[config.mk]
export PLATFORM = sky130hd
export DESIGN_NAME = cttm_timer
export DESIGN_NICKNAME = d
export VERILOG_FILES = /design/src/include/cttm_pkg.sv /design/src/logic/cttm_timer.sv
export SDC_FILE = /design/constraint.sdc
export NUM_CORES = 1
export LEC_CHECK = 0
export BUFFER_PORTS_ARGS = -buffer_cell sky130_fd_sc_hd__buf_2
export CORE_MARGIN = 8
export CORE_UTILIZATION = 56
export DETAILED_ROUTE_END_ITERATION = 10
export GPL_ROUTABILITY_DRIVEN = 0
export PLACE_DENSITY_LB_ADDON = 0.05
export SETUP_SLACK_MARGIN = 0.1
export SYNTH_ARGS = -nofsm -noshare
export SYNTH_HDL_FRONTEND = slang
export SYNTH_SLANG_ARGS = --single-unit
[constraint.sdc]
create_clock -name clk -period 8.55 [get_ports clk]
set_input_delay 0.855 -clock clk [delete_from_list [all_inputs] [get_ports clk]]
set_output_delay 0.855 -clock clk [all_outputs]
set_load 0.02 [all_outputs]
[src/include/cttm_pkg.sv]
// Purpose: constants and carrier types of the compact timer with compare and PWM
// Assumes: 8-bit register port, one 100 MHz clock, fH taken equal to the system clock
// Notes: register map and flag register offsets are fixed here
// Function
// - low count register reads counter bits 7..0, read-only, resets to zero
// - high count register bits 1..0 read counter bits 9..8, resets zero
// - bits 7..2 of both high-byte registers always read zero
// - writable 10-bit compare-A value in low and high registers, reset zero
// - mode field: 00 compare-match, 11 timer/counter, 10 PWM
// - clear-source low: clear on period match or overflow; both flags raised
// - clear-source high: clear on compare-A match; period flag never set
// - clear-source high with compare-A zero: overflow at 3FF, no compare-A flag
// - compare mode: pin changes only on compare-A match or run rise, never period match
// - output action zero keeps pin level on compare-A match
// - outside PWM mode, counter-run rising edge loads pin with output-initial-level
// - timer/counter mode counts like compare mode, pin left unused
// - PWM mode ignores clear-source select; swap bit picks clearing register
// - PWM: one register sets period by clearing, other sets duty
// - PWM raises compare-A flag and period flag on their matches
// - PWM: initial level picks polarity, action enables or forces, invert reverses
// - swap zero: period 128 times code, code zero 1024, duty compare-A
// - duty equal or above period gives continuously active output
// - swap one: compare-A sets period, code sets duty in steps of 128
// - PWM counting and matching continue while output is forced
// - each PWM counter clear starts a new period
// - run rising resets counter; run falling stops and holds count
// - period code compares with bits 9..7 of the next count, with bits 6..0 zero
// - pause freezes the counter; release resumes from held value
// - compare mode actions 01 low, 10 high, 11 toggle on compare-A match
package cttm_pkg;

    localparam int CTTM_DATA_W = 8;
    localparam int CTTM_ADDR_W = 3;
    localparam int CTTM_CNT_W = 10;

    // register map, byte addresses on the 8-bit port
    localparam logic [2:0] CTTM_ADDR_CTRL0 = 3'h0;
    localparam logic [2:0] CTTM_ADDR_CTRL1 = 3'h1;
    localparam logic [2:0] CTTM_ADDR_COUNT_LOW = 3'h2;
    localparam logic [2:0] CTTM_ADDR_COUNT_HIGH = 3'h3;
    localparam logic [2:0] CTTM_ADDR_CMPA_LOW = 3'h4;
    localparam logic [2:0] CTTM_ADDR_CMPA_HIGH = 3'h5;
    localparam logic [2:0] CTTM_ADDR_FLAGS = 3'h6;

    localparam int CTTM_FLAG_A_BIT = 0;
    localparam int CTTM_FLAG_P_BIT = 1;
    localparam logic [7:0] CTTM_REG_RST = 8'h00;
    localparam logic [9:0] CTTM_CNT_RST = 10'h000;
    localparam logic [9:0] CTTM_CNT_MAX = 10'h3FF;
    localparam logic [10:0] CTTM_FULL_PERIOD = 11'h400;

    localparam logic [1:0] CTTM_MODE_CMP = 2'b00;
    localparam logic [1:0] CTTM_MODE_PWM = 2'b10;
    localparam logic [1:0] CTTM_MODE_TC = 2'b11;

    localparam logic [1:0] CTTM_ACT_NONE = 2'b00;
    localparam logic [1:0] CTTM_ACT_LOW = 2'b01;
    localparam logic [1:0] CTTM_ACT_HIGH = 2'b10;
    localparam logic [1:0] CTTM_ACT_TOGGLE = 2'b11;
    localparam logic [1:0] CTTM_PWM_INACTIVE = 2'b00;
    localparam logic [1:0] CTTM_PWM_ACTIVE = 2'b01;
    localparam logic [1:0] CTTM_PWM_WAVE = 2'b10;

    localparam logic [2:0] CTTM_CK_SYS_DIV4 = 3'h0;
    localparam logic [2:0] CTTM_CK_SYS = 3'h1;
    localparam logic [2:0] CTTM_CK_H_DIV16 = 3'h2;
    localparam logic [2:0] CTTM_CK_H_DIV64 = 3'h3;
    localparam logic [2:0] CTTM_CK_LIRC = 3'h4;
    localparam logic [2:0] CTTM_CK_PIN_RISE = 3'h6;
    localparam logic [2:0] CTTM_CK_PIN_FALL = 3'h7;

    localparam int CTTM_CLK_HZ = 100000000;
    localparam int CTTM_LIRC_HZ = 32000;
    localparam int CTTM_LIRC_DIV = CTTM_CLK_HZ / CTTM_LIRC_HZ;
    localparam logic [5:0] CTTM_PRE_RST = 6'h00;
    localparam logic [11:0] CTTM_LIRC_RST = 12'h000;

    typedef struct packed {
        logic counter_pause;
        logic [2:0] clock_select;
        logic counter_run;
        logic [2:0] period_code;
    } cttm_ctrl0_t;

    typedef struct packed {
        logic mode_select_high;
        logic mode_select_low;
        logic output_action_high;
        logic output_action_low;
        logic output_initial_level;
        logic output_invert;
        logic period_duty_swap;
        logic clear_source_select;
    } cttm_ctrl1_t;

    typedef struct packed {
        logic [2:0] addr;
        logic [7:0] wdata;
        logic wr;
        logic rd;
    } cttm_bus_req_t;

    typedef struct packed {
        logic out;
        logic oe;
    } cttm_pin_t;

endpackage

[src/logic/cttm_timer.sv]
// Purpose: compact 10-bit timer with compare-match output, timer/counter and PWM modes
// Assumes: single 100 MHz clock; timer clock comes as a one-cycle enable
// Notes: the external clock pin is synchronised by two flip-flops before use
//
// Decided for this implementation: the register addresses and the strobed register port.
`timescale 1ns/1ps
module cttm_timer
    import cttm_pkg::*;
#(
    parameter int LIRC_DIV = CTTM_LIRC_DIV
) (
    input wire logic clk,
    input wire logic sys_rst,
    input wire cttm_bus_req_t bus_req,
    output logic [7:0] bus_rdata,
    input wire logic ext_clk_pin,
    output cttm_pin_t timer_pin,
    output logic compare_a_flag,
    output logic period_match_flag
);

    // ******************************
    // state
    // ******************************
    typedef struct packed {
        cttm_ctrl0_t ctrl0;
        cttm_ctrl1_t ctrl1;
        logic [9:0] cra;
        logic [9:0] cnt;
        logic flag_a;
        logic flag_p;
        logic run_prev;
        logic pin_raw;
        logic pin_drv;
        logic pin_oe;
        logic [5:0] pre;
        logic [11:0] lirc;
        logic ext_sync1;
        logic ext_sync2;
        logic ext_prev;
        logic [7:0] rdata;
    } cttm_state_t;

    localparam cttm_state_t CTTM_STATE_RST = '{
        ctrl0: CTTM_REG_RST,
        ctrl1: CTTM_REG_RST,
        cra: CTTM_CNT_RST,
        cnt: CTTM_CNT_RST,
        flag_a: 1'b0,
        flag_p: 1'b0,
        run_prev: 1'b0,
        pin_raw: 1'b0,
        pin_drv: 1'b0,
        pin_oe: 1'b1,
        pre: CTTM_PRE_RST,
        lirc: CTTM_LIRC_RST,
        ext_sync1: 1'b0,
        ext_sync2: 1'b0,
        ext_prev: 1'b0,
        rdata: CTTM_REG_RST
    };

    cttm_state_t st_reg;
    cttm_state_t st_next;

    // ******************************
    // helpers
    // ******************************
    // 3-bit code in steps of 128 clocks, code zero meaning the full 1024
    function automatic logic [10:0] code_span(input logic [2:0] code);
        logic [10:0] span;
        span = {1'b0, code, 7'h00};
        if (code == 3'h0) begin
            span = CTTM_FULL_PERIOD;
        end
        return span;
    endfunction

    logic [1:0] mode;
    logic [1:0] action;
    logic is_pwm;
    logic tick;
    logic run_rise;
    logic counting;
    logic [9:0] cnt_inc;
    logic overflow;
    logic a_hit;
    logic p_hit;
    logic clear_on_a;
    logic clear_hit;
    logic p_enable;
    logic a_evt;
    logic p_evt;
    logic [10:0] duty_val;
    logic pwm_active;
    logic wave_on;
    logic flag_w1c;

    // ******************************
    // next state
    // ******************************
    always_comb begin
        st_next = st_reg;
        mode = {st_reg.ctrl1.mode_select_high, st_reg.ctrl1.mode_select_low};
        action = {st_reg.ctrl1.output_action_high, st_reg.ctrl1.output_action_low};
        is_pwm = (mode == CTTM_MODE_PWM);

        // prescaler and external pin synchroniser
        st_next.pre = st_reg.pre + 6'h01;
        st_next.lirc = st_reg.lirc + 12'h001;
        if (st_reg.lirc == 12'(LIRC_DIV - 1)) begin
            st_next.lirc = CTTM_LIRC_RST;
        end
        st_next.ext_sync1 = ext_clk_pin;
        st_next.ext_sync2 = st_reg.ext_sync1;
        st_next.ext_prev = st_reg.ext_sync2;
        case (st_reg.ctrl0.clock_select)
            CTTM_CK_SYS_DIV4: tick = (st_reg.pre[1:0] == 2'h3);
            CTTM_CK_SYS: tick = 1'b1;
            CTTM_CK_H_DIV16: tick = (st_reg.pre[3:0] == 4'hF);
            CTTM_CK_H_DIV64: tick = (st_reg.pre == 6'h3F);
            CTTM_CK_LIRC: tick = (st_reg.lirc == 12'(LIRC_DIV - 1));
            CTTM_CK_PIN_RISE: tick = st_reg.ext_sync2 & ~st_reg.ext_prev;
            CTTM_CK_PIN_FALL: tick = ~st_reg.ext_sync2 & st_reg.ext_prev;
            default: tick = 1'b0;
        endcase

        // comparators
        run_rise = st_reg.ctrl0.counter_run & ~st_reg.run_prev;
        st_next.run_prev = st_reg.ctrl0.counter_run;
        counting = st_reg.ctrl0.counter_run & ~st_reg.ctrl0.counter_pause & tick;
        cnt_inc = st_reg.cnt + 10'h001;
        overflow = (st_reg.cnt == CTTM_CNT_MAX);
        a_hit = (st_reg.cra != CTTM_CNT_RST) && (cnt_inc == st_reg.cra);
        if (st_reg.ctrl0.period_code == 3'h0) begin
            p_hit = overflow;
        end else begin
            p_hit = (cnt_inc[9:7] == st_reg.ctrl0.period_code) && (cnt_inc[6:0] == 7'h00);
        end
        if (is_pwm) begin
            clear_on_a = st_reg.ctrl1.period_duty_swap;
        end else begin
            clear_on_a = st_reg.ctrl1.clear_source_select;
        end
        clear_hit = clear_on_a ? a_hit : p_hit;
        p_enable = is_pwm | ~st_reg.ctrl1.clear_source_select;
        a_evt = counting & a_hit & ~run_rise;
        p_evt = counting & p_hit & p_enable & ~run_rise;

        // counter: overflow wraps through the 10-bit add
        if (run_rise) begin
            st_next.cnt = CTTM_CNT_RST;
        end else if (counting) begin
            st_next.cnt = clear_hit ? CTTM_CNT_RST : cnt_inc;
        end

        // flags, a set in the clearing cycle wins
        flag_w1c = bus_req.wr && (bus_req.addr == CTTM_ADDR_FLAGS);
        st_next.flag_a = (st_reg.flag_a & ~(flag_w1c & bus_req.wdata[CTTM_FLAG_A_BIT])) | a_evt;
        st_next.flag_p = (st_reg.flag_p & ~(flag_w1c & bus_req.wdata[CTTM_FLAG_P_BIT])) | p_evt;

        // PWM waveform: active from clear until the duty match
        if (st_reg.ctrl1.period_duty_swap) begin
            duty_val = code_span(st_reg.ctrl0.period_code);
        end else begin
            duty_val = {1'b0, st_reg.cra};
        end
        pwm_active = ({1'b0, st_next.cnt} < duty_val);
        case (action)
            CTTM_PWM_INACTIVE: wave_on = 1'b0;
            CTTM_PWM_ACTIVE: wave_on = 1'b1;
            CTTM_PWM_WAVE: wave_on = pwm_active;
            default: wave_on = 1'b0;
        endcase

        // output pin
        if (is_pwm) begin
            st_next.pin_raw = wave_on ? st_reg.ctrl1.output_initial_level
                                      : ~st_reg.ctrl1.output_initial_level;
        end else if (run_rise) begin
            st_next.pin_raw = st_reg.ctrl1.output_initial_level;
        end else if (a_evt) begin
            case (action)
                CTTM_ACT_NONE: st_next.pin_raw = st_reg.pin_raw;
                CTTM_ACT_LOW: st_next.pin_raw = 1'b0;
                CTTM_ACT_HIGH: st_next.pin_raw = 1'b1;
                default: st_next.pin_raw = ~st_reg.pin_raw;
            endcase
        end
        st_next.pin_drv = st_next.pin_raw ^ st_reg.ctrl1.output_invert;
        st_next.pin_oe = (mode != CTTM_MODE_TC);

        // register writes
        if (bus_req.wr) begin
            if (bus_req.addr == CTTM_ADDR_CTRL0) begin
                st_next.ctrl0 = bus_req.wdata;
            end else if (bus_req.addr == CTTM_ADDR_CTRL1) begin
                st_next.ctrl1 = bus_req.wdata;
            end else if (bus_req.addr == CTTM_ADDR_CMPA_LOW) begin
                st_next.cra[7:0] = bus_req.wdata;
            end else if (bus_req.addr == CTTM_ADDR_CMPA_HIGH) begin
                st_next.cra[9:8] = bus_req.wdata[1:0];
            end
        end

        // register reads, data valid only in the following cycle
        st_next.rdata = CTTM_REG_RST;
        if (bus_req.rd) begin
            if (bus_req.addr == CTTM_ADDR_CTRL0) begin
                st_next.rdata = st_reg.ctrl0;
            end else if (bus_req.addr == CTTM_ADDR_CTRL1) begin
                st_next.rdata = st_reg.ctrl1;
            end else if (bus_req.addr == CTTM_ADDR_COUNT_LOW) begin
                st_next.rdata = st_reg.cnt[7:0];
            end else if (bus_req.addr == CTTM_ADDR_COUNT_HIGH) begin
                st_next.rdata = {6'h00, st_reg.cnt[9:8]};
            end else if (bus_req.addr == CTTM_ADDR_CMPA_LOW) begin
                st_next.rdata = st_reg.cra[7:0];
            end else if (bus_req.addr == CTTM_ADDR_CMPA_HIGH) begin
                st_next.rdata = {6'h00, st_reg.cra[9:8]};
            end else if (bus_req.addr == CTTM_ADDR_FLAGS) begin
                st_next.rdata = {6'h00, st_reg.flag_p, st_reg.flag_a};
            end
        end
    end

    always_ff @(posedge clk or posedge sys_rst) begin
        if (sys_rst) begin
            st_reg <= CTTM_STATE_RST;
        end else begin
            st_reg <= st_next;
        end
    end

    // ******************************
    // outputs
    // ******************************
    assign bus_rdata = st_reg.rdata;
    assign timer_pin.out = st_reg.pin_drv;
    assign timer_pin.oe = st_reg.pin_oe;
    assign compare_a_flag = st_reg.flag_a;
    assign period_match_flag = st_reg.flag_p;
endmodule

---- After elaboration in Yosys (flattened, before gate mapping) ----
Index checks and enable logic that the tools add are counted.
cells by class
  mux-type cells .......................... 24
  reductions and logical operators ........ 13
  add/sub/neg operators ................... 3
  equal/unequal tests ..................... 23
  bitwise logic cells ..................... 31
  $lt $le $gt $ge ......................... 1
operator list
  cell                   number
  $mux 8                 6
  $mux 10                3
  $mux 11                2
  $eq 3x3->1 const B     6
  $and 1x1->1            14
  $not 1->1              13
  $add 12x1->12 const B  1
  $eq 12x12->1 const B   1
  $eq 3x2->1 const B     4
  $mux 12                1
  $lt 10x11->1           1
  $add 10x1->10 const B  1
  $eq 10x10->1           1
  $eq 10x10->1 const B   1
  $reduce_bool 10->1     1
  $logic_not 3->1        3
  $logic_not 7->1        1
  $mux 1                 7
  $pmux 1 s7             1
  $add 6x1->6 const B    1
  $eq 2x2->1 const B     3
  $eq 3x1->1 const B     2
  $eq 6x6->1 const B     1
  $reduce_and 5->1       1
  14 further kinds       19
storage, ports and cells
  register bits after elaboration ......... 71
  logic and storage cells ................. 122
  output and inout port bits .............. 12
  input port bits ......................... 16

---- Depth between registers and ports, before layout ----
Gate-level depths: netlist of run 1.
  depth in word-level cells ............... 13
  depth in mapped cells ................... 19

---- Least setup slack after synthesis of run 1 ----
OpenSTA, ideal clock, no wires.
  path kind ............................... reg2reg
  from .................................... register st_reg[36] in the netlist's numbering
  to ...................................... register st_reg, in the netlist timer_pin[1]
  setup time .............................. 75 ps
  setup slack ............................. 4449 ps
  arrival time ............................ 4026 ps
  cell stages (with the launch flop) ...... 19
  clock period less this slack ............ 4101 ps
  path buffers ............................ 1
  required time ........................... 8475 ps
  path through ............................ dfrtp_1 -> ha_1 -> nand3_1 -> clkbuf_1 -> o21ai_0 -> o2111ai_1 -> o21ai_1 -> a211o_1 -> or4_1 -> o21ai_1 -> ha_1 -> a21oi_1 -> o21ai_0 -> o221a_2 -> o31a_1 -> o311a_1 -> a211oi_2 -> and3_4 -> xor2_2
RTL lines
  item                      line               text
  start: declaration        cttm_timer.sv:63   cttm_state_t st_reg;
  start signal: assignment  cttm_timer.sv:231  st_reg <= st_next;

==> results of run 1 <==
final cells by class:
| type | instances | area, sq um |
|---|---|---|
| timing repair buffer | 29 | 150.1 |
| multi-input combinational | 328 | 2392 |
| sequential | 71 | 1778 |
| inverter | 13 | 48.80 |
| tap | 102 | 127.6 |
| clock buffer | 11 | 141.4 |
| fill | 666 | 2928 |
| clock inverter | 5 | 81.33 |
power by group:
group	total [mW]	internal [mW]	switching, mW
logic	0.255	0.118	0.137
registers	0.446	0.377	0.0691
clock network	0.302	0.172	0.130
total	1.00	0.667	0.336
kinds of logic after synthesis:
logic type / synth area share
XOR/XNOR: 0.06978
flip-flops: 0.4063
AO/OA/AOI/OAI: 0.1247
buffers and inverters: 0.04833
adder cells (fa/ha/maj): 0.04575
AND/OR/NAND/NOR: 0.2082
multiplexers: 0.09694
metrics by stage:
| step | cell area [sq um] | utilization | instances | hold WS, ns | power [mW] |
|---|---|---|---|---|---|
| floorplan | 4375 | - | 445 | 0.3312 | 0.6294 |
| global placement | 4497 | 0.5880 | 543 | 0.3363 | 0.6968 |
| detailed placement | 4497 | 0.5880 | 543 | 0.3378 | 0.7023 |
| CTS | 4720 | 0.6171 | 559 | 0.3622 | 1.008 |
| global route | 4720 | 0.6171 | 559 | 0.3727 | 1.054 |
| finish | 4720 | 0.6171 | 559 | 0.3594 | 1.003 |
worst max-delay path: stages, from the launching register on:
cell	delay, ns
dfrtp_1	0.54
ha_1	0.36
nand3_1	0.36
o21ai_0	0.36
nand3_1	0.12
o2111ai_1	0.18
o21ai_1	0.18
a21oi_1	0.63
a21oi_1	0.15
o21ai_1	0.24
ha_1	0.29
a21oi_1	0.14
o21ai_0	0.12
o221a_2	0.28
o31a_1	0.26
o311a_1	0.14
a211oi_2	0.20
and3_4	0.22
xor2_2	0.13
worst paths after layout:
| path | to | start | cells after the start |
|---|---|---|---|
| worst max-delay path | timer_pin[1] | st_reg[35] | 18 |
| worst max register to register | timer_pin[1] | st_reg[35] | 18 |
| min in group asynchronous | bus_rdata[6] | sys_rst | 3 |
| worst min-delay path | st_next[8] | st_next[9] | 0 |
| worst min register to register | st_next[8] | st_next[9] | 0 |
| max in group asynchronous | st_reg[57] | sys_rst | 3 |
per-layer routing:
metal	global-route usage	vias up
li1	-	1608
met1	0.2813	1661
met2	0.3005	126
met3	0.03532	15
met4	0.06929	0
met5	0	-
placed cells by master (no fill, tap or decap), types with 3 or more instances in the layout:
cell,count
inv_1,12
mux2i_1,12
and2_1,7
a21oi_1,22
dfrtp_1,70
nand4_1,10
nand3_1,21
mux2_2,22
clkbuf_8,10
o21ai_1,8
or2_1,3
nor2b_1,6
xor2_1,8
ha_1,16
nand2_1,28
o21ai_0,12
xnor2_1,25
a21o_1,4
or4_1,6
nand2b_1,11
or3_1,3
nor2_1,28
o211a_1,3
o211ai_1,6
nor3_1,7
buf_2,27
nor4_1,5
and3_1,6
==> run summary, run 1 <==
initial core utilization: 0.5722
post-route setup TNS: 0 ns
Die X: 104.4 um
DRT iter0 DRCs: 360
cell taking the most area after synthesis: dfrtp_1
core area: 0.007647 sq mm
Most used DFF post-synth: dfrtp_1
asr flop ratio synth: 1.000
Boundary Pins: 28
Final setup viols: 0
initial antenna violation count: 0
Crit. End Element: flop
area grow syn2layout: 7.864%
fin nets: 484
Max-Cap Viols: 0
hpwl dp: 7.819 mm
grt total ovfl: 0
Rel. slew slack: 0.3500
top cells by area, synth: dfrtp_1, mux2_2, xnor2_1, ha_1, mux2i_1
Port Buffer Count: 27
Worst-path clk slew: 0.08 ns
Final Skew: 0.008293 ns
wire length per cell: 19.03 um
Final Worst Setup Slack: 3.591 ns
syn_area_per_cell: 9.832 sq um
first-pass iteration count of the detailed router: 4
Yosys cell types: 69
Max clock buf depth: 2
LEAKAGE: 2.047 nW
post-synthesis instance total: 445
DRC viols: 0
crit share post-route: 0.5800
Data arrival, critical path: 5.23 ns
CTS Buf Count: 9
CTS root buffer: clkbuf_8
Max Freq: 201.6 MHz
n_diodes: 0
crit-path max FO: 11
vias in the first global route: 3290
uppermost layer routed: met4
Tmin final: 4.959 ns
# clock sinks: 71
Setup CP Type: flop to flop
post-placement worst setup slack: 3.727 ns
Post-Syn Nets: 477
worst slew pin tran: 0.9725 ns
Pwr Density: 212.4 mW/mm^2
clk_lat worst skew: 0.34 ns
HP Class: flop to flop
Final Hold Violating Endpoints: 0
CTS tree: done
top cells by count, synth: dfrtp_1, nand2_1, nor2_1, xnor2_1
Seq/Total Area, Yosys: 0.4063
CP Launch Type: flop
most common cell in the netlist: dfrtp_1
max reg flops: 52
vias per inst: 6.100
Routed Antenna Nets: 0
Post-CTS Resized: 0
Worst IR Drop VDD: 0.1574 mV
count of pins over their slew limit: 0
vias post-DR: 3410
RSZ-0062 raised after global routing: false
Post-Syn Area: 0.004375 sq mm
Req. time, crit path: 8.82 ns
H-tree lvl count: 3
fraction of synthesized cell area taken by the top area cell type: 0.4003
Synthesis Warnings: 0
routed wl met2: 4.860 mm
share of cells above drive strength 1: 0.1772
gr usage total: 0.2001
row count: 32
DR WL met3: 641 um
Post-CTS Hold Buffers: 0
Die Area: 0.01090 sq mm
pin count of the biggest net entering global routing: 72
status: finished clean
Met1 Wirelength: 4.962 mm
worst reg2reg setup slack: 3.59 ns
first-pass GRT wire length: 17.52 mm
#FFs+latches synth: 71
WL final: 10.64 mm
post-CTS setup buffer count: 0
die height: 104.4 um
Post-synth EDFFs: 0
No activity file was read; power rests on OpenSTA's default activity.
==> run 2, diff against run 1 <==
==> constraint.sdc (replaced) <==
create_clock -name clk -period 4.6 [get_ports clk]
set_input_delay 0.46 -clock clk [delete_from_list [all_inputs] [get_ports clk]]
set_output_delay 0.46 -clock clk [all_outputs]
set_load 0.02 [all_outputs]
==> run summary, run 2 (synthesis gave the netlist of run 1 again) <==
FILL cells: 661
final core utilization: 0.6394
GR met3 Demand/Resource: 0.05266
die height: 104.4 um
post-route setup TNS: 0 ns
RSZ-0062 raised after global routing: false
worst r2r dst: timer_pin[1]
status: finished clean
LEAKAGE: 2.102 nW
DRT iter0 DRCs: 312
clk_lat worst skew: 0.35 ns
WL final: 11.10 mm
multi-input logic area: 0.002501 sq mm
met2 global-route usage: 0.2919
wire length per cell: 19.48 um
worst slew pin tran: 0.9719 ns
initial antenna violation count: 0
hold slack final: 0.2074 ns
Port Buffer Count: 27
max reg flops: 52
Final Hold Violating Endpoints: 0
Final Skew: 0.01121 ns
Max Freq: 235.2 MHz
Crit. End Element: flop
vias per inst: 6.263
grt total ovfl: 0
crit-path max FO: 6
vias in the first global route: 3347
Rel. slew slack: 0.3503
DRC viols: 0
Pwr Density: 377.6 mW/mm^2
path depth of the worst reg2reg path: 19
CTS root buffer: clkbuf_8
commonest non-fill, non-tap cell in the layout: dfrtp_1
CP Launch Type: flop
share of cells above drive strength 1: 0.2415
hpwl dp: 8.169 mm
Data arrival, critical path: 4.49 ns
post-layout power: 1.847 mW
Boundary Pins: 28
Routed Antenna Nets: 0
H-tree lvl count: 3
pin count of the biggest net entering global routing: 38
fin nets: 495
Worst IR Drop VDD: 0.2669 mV
HP Class: input port to asynchronous set/reset pin
Die Area: 0.01090 sq mm
Critical path origin: st_reg[36]
row count: 32
Max-Cap Viols: 0
worst reg2reg setup slack: 0.35 ns
Req. time, crit path: 4.84 ns
register area: 0.001785 sq mm
Die X: 104.4 um
first-pass GRT wire length: 18.27 mm
CTS tree: done
met1 Use GR: 0.3013
Worst-path clk slew: 0.08 ns
first-pass iteration count of the detailed router: 5
n_diodes: 0
CTS Buf Count: 9
Final setup viols: 0
GRT Max-Usage Layer: met1
initial core utilization: 0.5722
Max clock buf depth: 2
area grow syn2layout: 11.75%
gr usage total: 0.2100
Setup CP Type: flop to flop
most frequent cells in the layout: dfrtp_1, nand2_1, nor2_1
core area: 0.007647 sq mm
crit share post-route: 0.9242
count of pins over their slew limit: 0
# clock sinks: 71
Tmin final: 4.251 ns
Reg-to-Reg Start: st_reg[36]
vias post-DR: 3570
==> run 2: how the worst max path moves through the flow <==
stage                   end  cells past startpoint
6_report       timer_pin[1]                     19
2_1_floorplan  timer_pin[1]                     18
5_1_grt        timer_pin[1]                     19
3_5_place_dp   timer_pin[1]                     18
4_1_cts        timer_pin[1]                     18
3_3_place_gp   timer_pin[1]                     18
==> run 2: power breakdown <==
group | internal, mW | switching, mW
sequential | 0.701 | 0.115
clock | 0.250 | 0.242
combinational | 0.245 | 0.295
==> run 2: timing repair <==
item                                    CTS  global route
gates resized for setup                   0            30
hold buffers                              0             0
setup buffers                             0             2
endpoints found under the setup margin    0             2
hold endpoints to repair                  0             0
==> run 2: layout make-up <==
type	instances	share of cell area
Tap cell	102	0.02610
Sequential cell	71	0.3651
Clock buffer	10	0.02610
Inverter	13	0.009980
Timing Repair Buffer	40	0.04836
Clock inverter	6	0.01279
Multi-Input combinational cell	328	0.5115
==> run 2: metal layers <==
layer,vias up,share of wire
met3,36,0.072
met1,1744,0.46
li1,1644,-
met4,0,0.029
met2,146,0.44
met5,-,0
==> run 2: stage by stage <==
step	setup WS (ns)	instance area (sq um)	cells
finish	0.3486	4890	570
global route	0.08772	4890	570
CTS	0.1008	4755	568
detailed placement	0.1121	4564	552
global placement	0.2625	4564	552
floorplan	0.4989	4375	445
==> run 2: worst max-delay path, stage by stage (launching register included) <==
cell	delay, ns
dfrtp_2	0.45
ha_2	0.21
buf_4	0.16
or3b_1	0.36
a211oi_2	0.23
a21o_1	0.15
nand2_1	0.10
o21ai_2	0.27
a21oi_4	0.14
buf_4	0.20
a21oi_1	0.14
o21ai_1	0.13
ha_1	0.32
nand2_1	0.08
a221oi_1	0.41
o31a_1	0.23
o311a_1	0.18
a211oi_2	0.05
and3_4	0.19
xor2_2	0.13
==> run 3, diff against run 2 <==
--- a/config.mk
+++ b/config.mk
@@ -7,9 +7,10 @@
 export LEC_CHECK = 0
 export BUFFER_PORTS_ARGS = -buffer_cell sky130_fd_sc_hd__buf_2
 export CORE_MARGIN = 8
-export CORE_UTILIZATION = 56
+export CORE_UTILIZATION = 49
 export DETAILED_ROUTE_END_ITERATION = 10
 export GPL_ROUTABILITY_DRIVEN = 0
+export HOLD_SLACK_MARGIN = 0.06
 export PLACE_DENSITY_LB_ADDON = 0.05
 export SETUP_SLACK_MARGIN = 0.1
 export SYNTH_ARGS = -nofsm -noshare
==> run summary, run 3 (synthesis gave the netlist of run 1 again) <==
status: finished clean
post-route setup TNS: 0 ns
hpwl dp: 8.475 mm
post-layout power: 1.914 mW
gr usage total: 0.1900
vias in the first global route: 3383
Seq pwr share: 0.426
Worst IR Drop VDD: 0.2335 mV
H-tree lvl count: 3
Data arrival, critical path: 4.59 ns
worst reg2reg setup slack: 0.30 ns
Tmin final: 4.302 ns
LEAKAGE: 2.127 nW
initial antenna violation count: 0
Max clock buf depth: 2
Final Skew: 0.01485 ns
WL final: 11.46 mm
Worst-path clk slew: 0.09 ns
die height: 110.5 um
RSZ-0062 raised after global routing: false
DRC viols: 0
Net Sw Frac: 0.3572
area grow syn2layout: 12.61%
min-delay src: ext_clk_pin
most frequent cells in the layout: dfrtp_1, nand2_1, nor2_1
FILL cells: 810
initial core utilization: 0.5042
multi-input logic area: 0.002479 sq mm
Routed Antenna Nets: 0
wire length per cell: 19.72 um
clk_lat worst skew: 0.36 ns
CP Launch Type: flop
Rel. slew slack: 0.3362
Pwr Density: 388.4 mW/mm^2
vias per inst: 6.017
Boundary Pins: 28
crit share post-route: 0.9353
core area: 0.008678 sq mm
Die X: 110.5 um
Comb pwr share: 0.291
Clk pwr share: 0.283
Final Hold Violating Endpoints: 0
post-placement worst setup slack: 0.08577 ns
worst r2r dst: timer_pin[1]
Final Instance Area: 0.004927 sq mm
path depth of the worst reg2reg path: 18
DRT iter0 DRCs: 278
final core utilization: 0.5678
Req. time, crit path: 4.88 ns
Final Worst Setup Slack: 0.2976 ns
Final setup viols: 0
internal power: 1.230 mW
first-pass iteration count of the detailed router: 5
Post-DP Area: 0.004602 sq mm
hold slack final: 0.2096 ns
Finished Layout Cells: 581
CTS tree: done
# clock sinks: 71
Reg-to-Reg Start: st_reg[36]
worst slew pin tran: 0.9931 ns
worst hold path depth: 1
row count: 34
P_sw: 0.6835 mW
pin count of the biggest net entering global routing: 48
vias post-DR: 3496
share of cells above drive strength 1: 0.2474
CTS Buf Count: 9
max reg flops: 52
first-pass GRT wire length: 18.89 mm
fin nets: 500
Cells after DPL: 562
Port Buffer Count: 27
grt total ovfl: 0
Max Freq: 232.4 MHz
hold path endpoint: st_next[9]
crit-path max FO: 11
Setup CP Type: flop to flop
Crit. End Element: flop
CTS root buffer: clkbuf_8
HP Class: input port to flop
Die Area: 0.01221 sq mm
register area: 0.001784 sq mm
commonest non-fill, non-tap cell in the layout: dfrtp_1
count of pins over their slew limit: 0
Max-Cap Viols: 0
n_diodes: 0
Post-CTS Hold Buffers: 0
[run 3: worst max-delay path: stages (launching register included)]
cell	delay, ns
dfrtp_1	0.40
ha_2	0.23
nand3_4	0.16
or2_1	0.32
xnor2_1	0.15
nand3_1	0.20
nor4_4	0.06
a211o_1	0.36
or4_1	0.41
o21ai_1	0.13
ha_1	0.29
a21oi_1	0.15
o21ai_1	0.13
o221a_2	0.29
o31a_1	0.25
o311a_1	0.14
a211oi_2	0.20
and3_4	0.22
xor2_2	0.13
[run 3: repair_timing]
action | CTS | global route
pin swaps | 1 | 2
gates resized for setup | 2 | 22
setup endpoints to repair | 1 | 2
setup buffers | 1 | 2
[run 3: metal layers]
metal,share of wire,track usage,up-vias
met3,0.069,0.03896,20
met4,0.019,0.06847,0
met5,0,0,-
met1,0.46,0.2671,1694
met2,0.45,0.2802,140
li1,-,-,1642
[run 3: layout make-up]
cell class / instances / area share
flip-flops and latches: 71 / 0.3621
multi-input cells: 328 / 0.5030
clock buffers: 10 / 0.02793
inverters: 13 / 0.009903
well taps: 108 / 0.02743
clock inverters: 6 / 0.01473
repair buffers: 45 / 0.05485
[run 3: power groups by stage]
stage	sequential, mW	combinational (mW)	clock (mW)
after global placement	0.821	0.522	0
after CTS	0.809	0.532	0.552
after global routing	0.822	0.609	0.576
after floorplan	0.773	0.397	0
after detailed placement	0.822	0.526	0
final	0.816	0.556	0.542
[run 3: worst max-delay path by stage]
stage	start	endpoint	slack (ns)	cells after the start
after floorplan	st_reg[36]	timer_pin[1]	0.50	18
after global placement	st_reg[36]	timer_pin[1]	0.22	18
after detailed placement	st_reg[35]	timer_pin[1]	0.09	18
after CTS	st_reg[35]	timer_pin[1]	0.15	19
after global routing	st_reg[38]	timer_pin[1]	0.12	19
final	st_reg[36]	timer_pin[1]	0.30	18
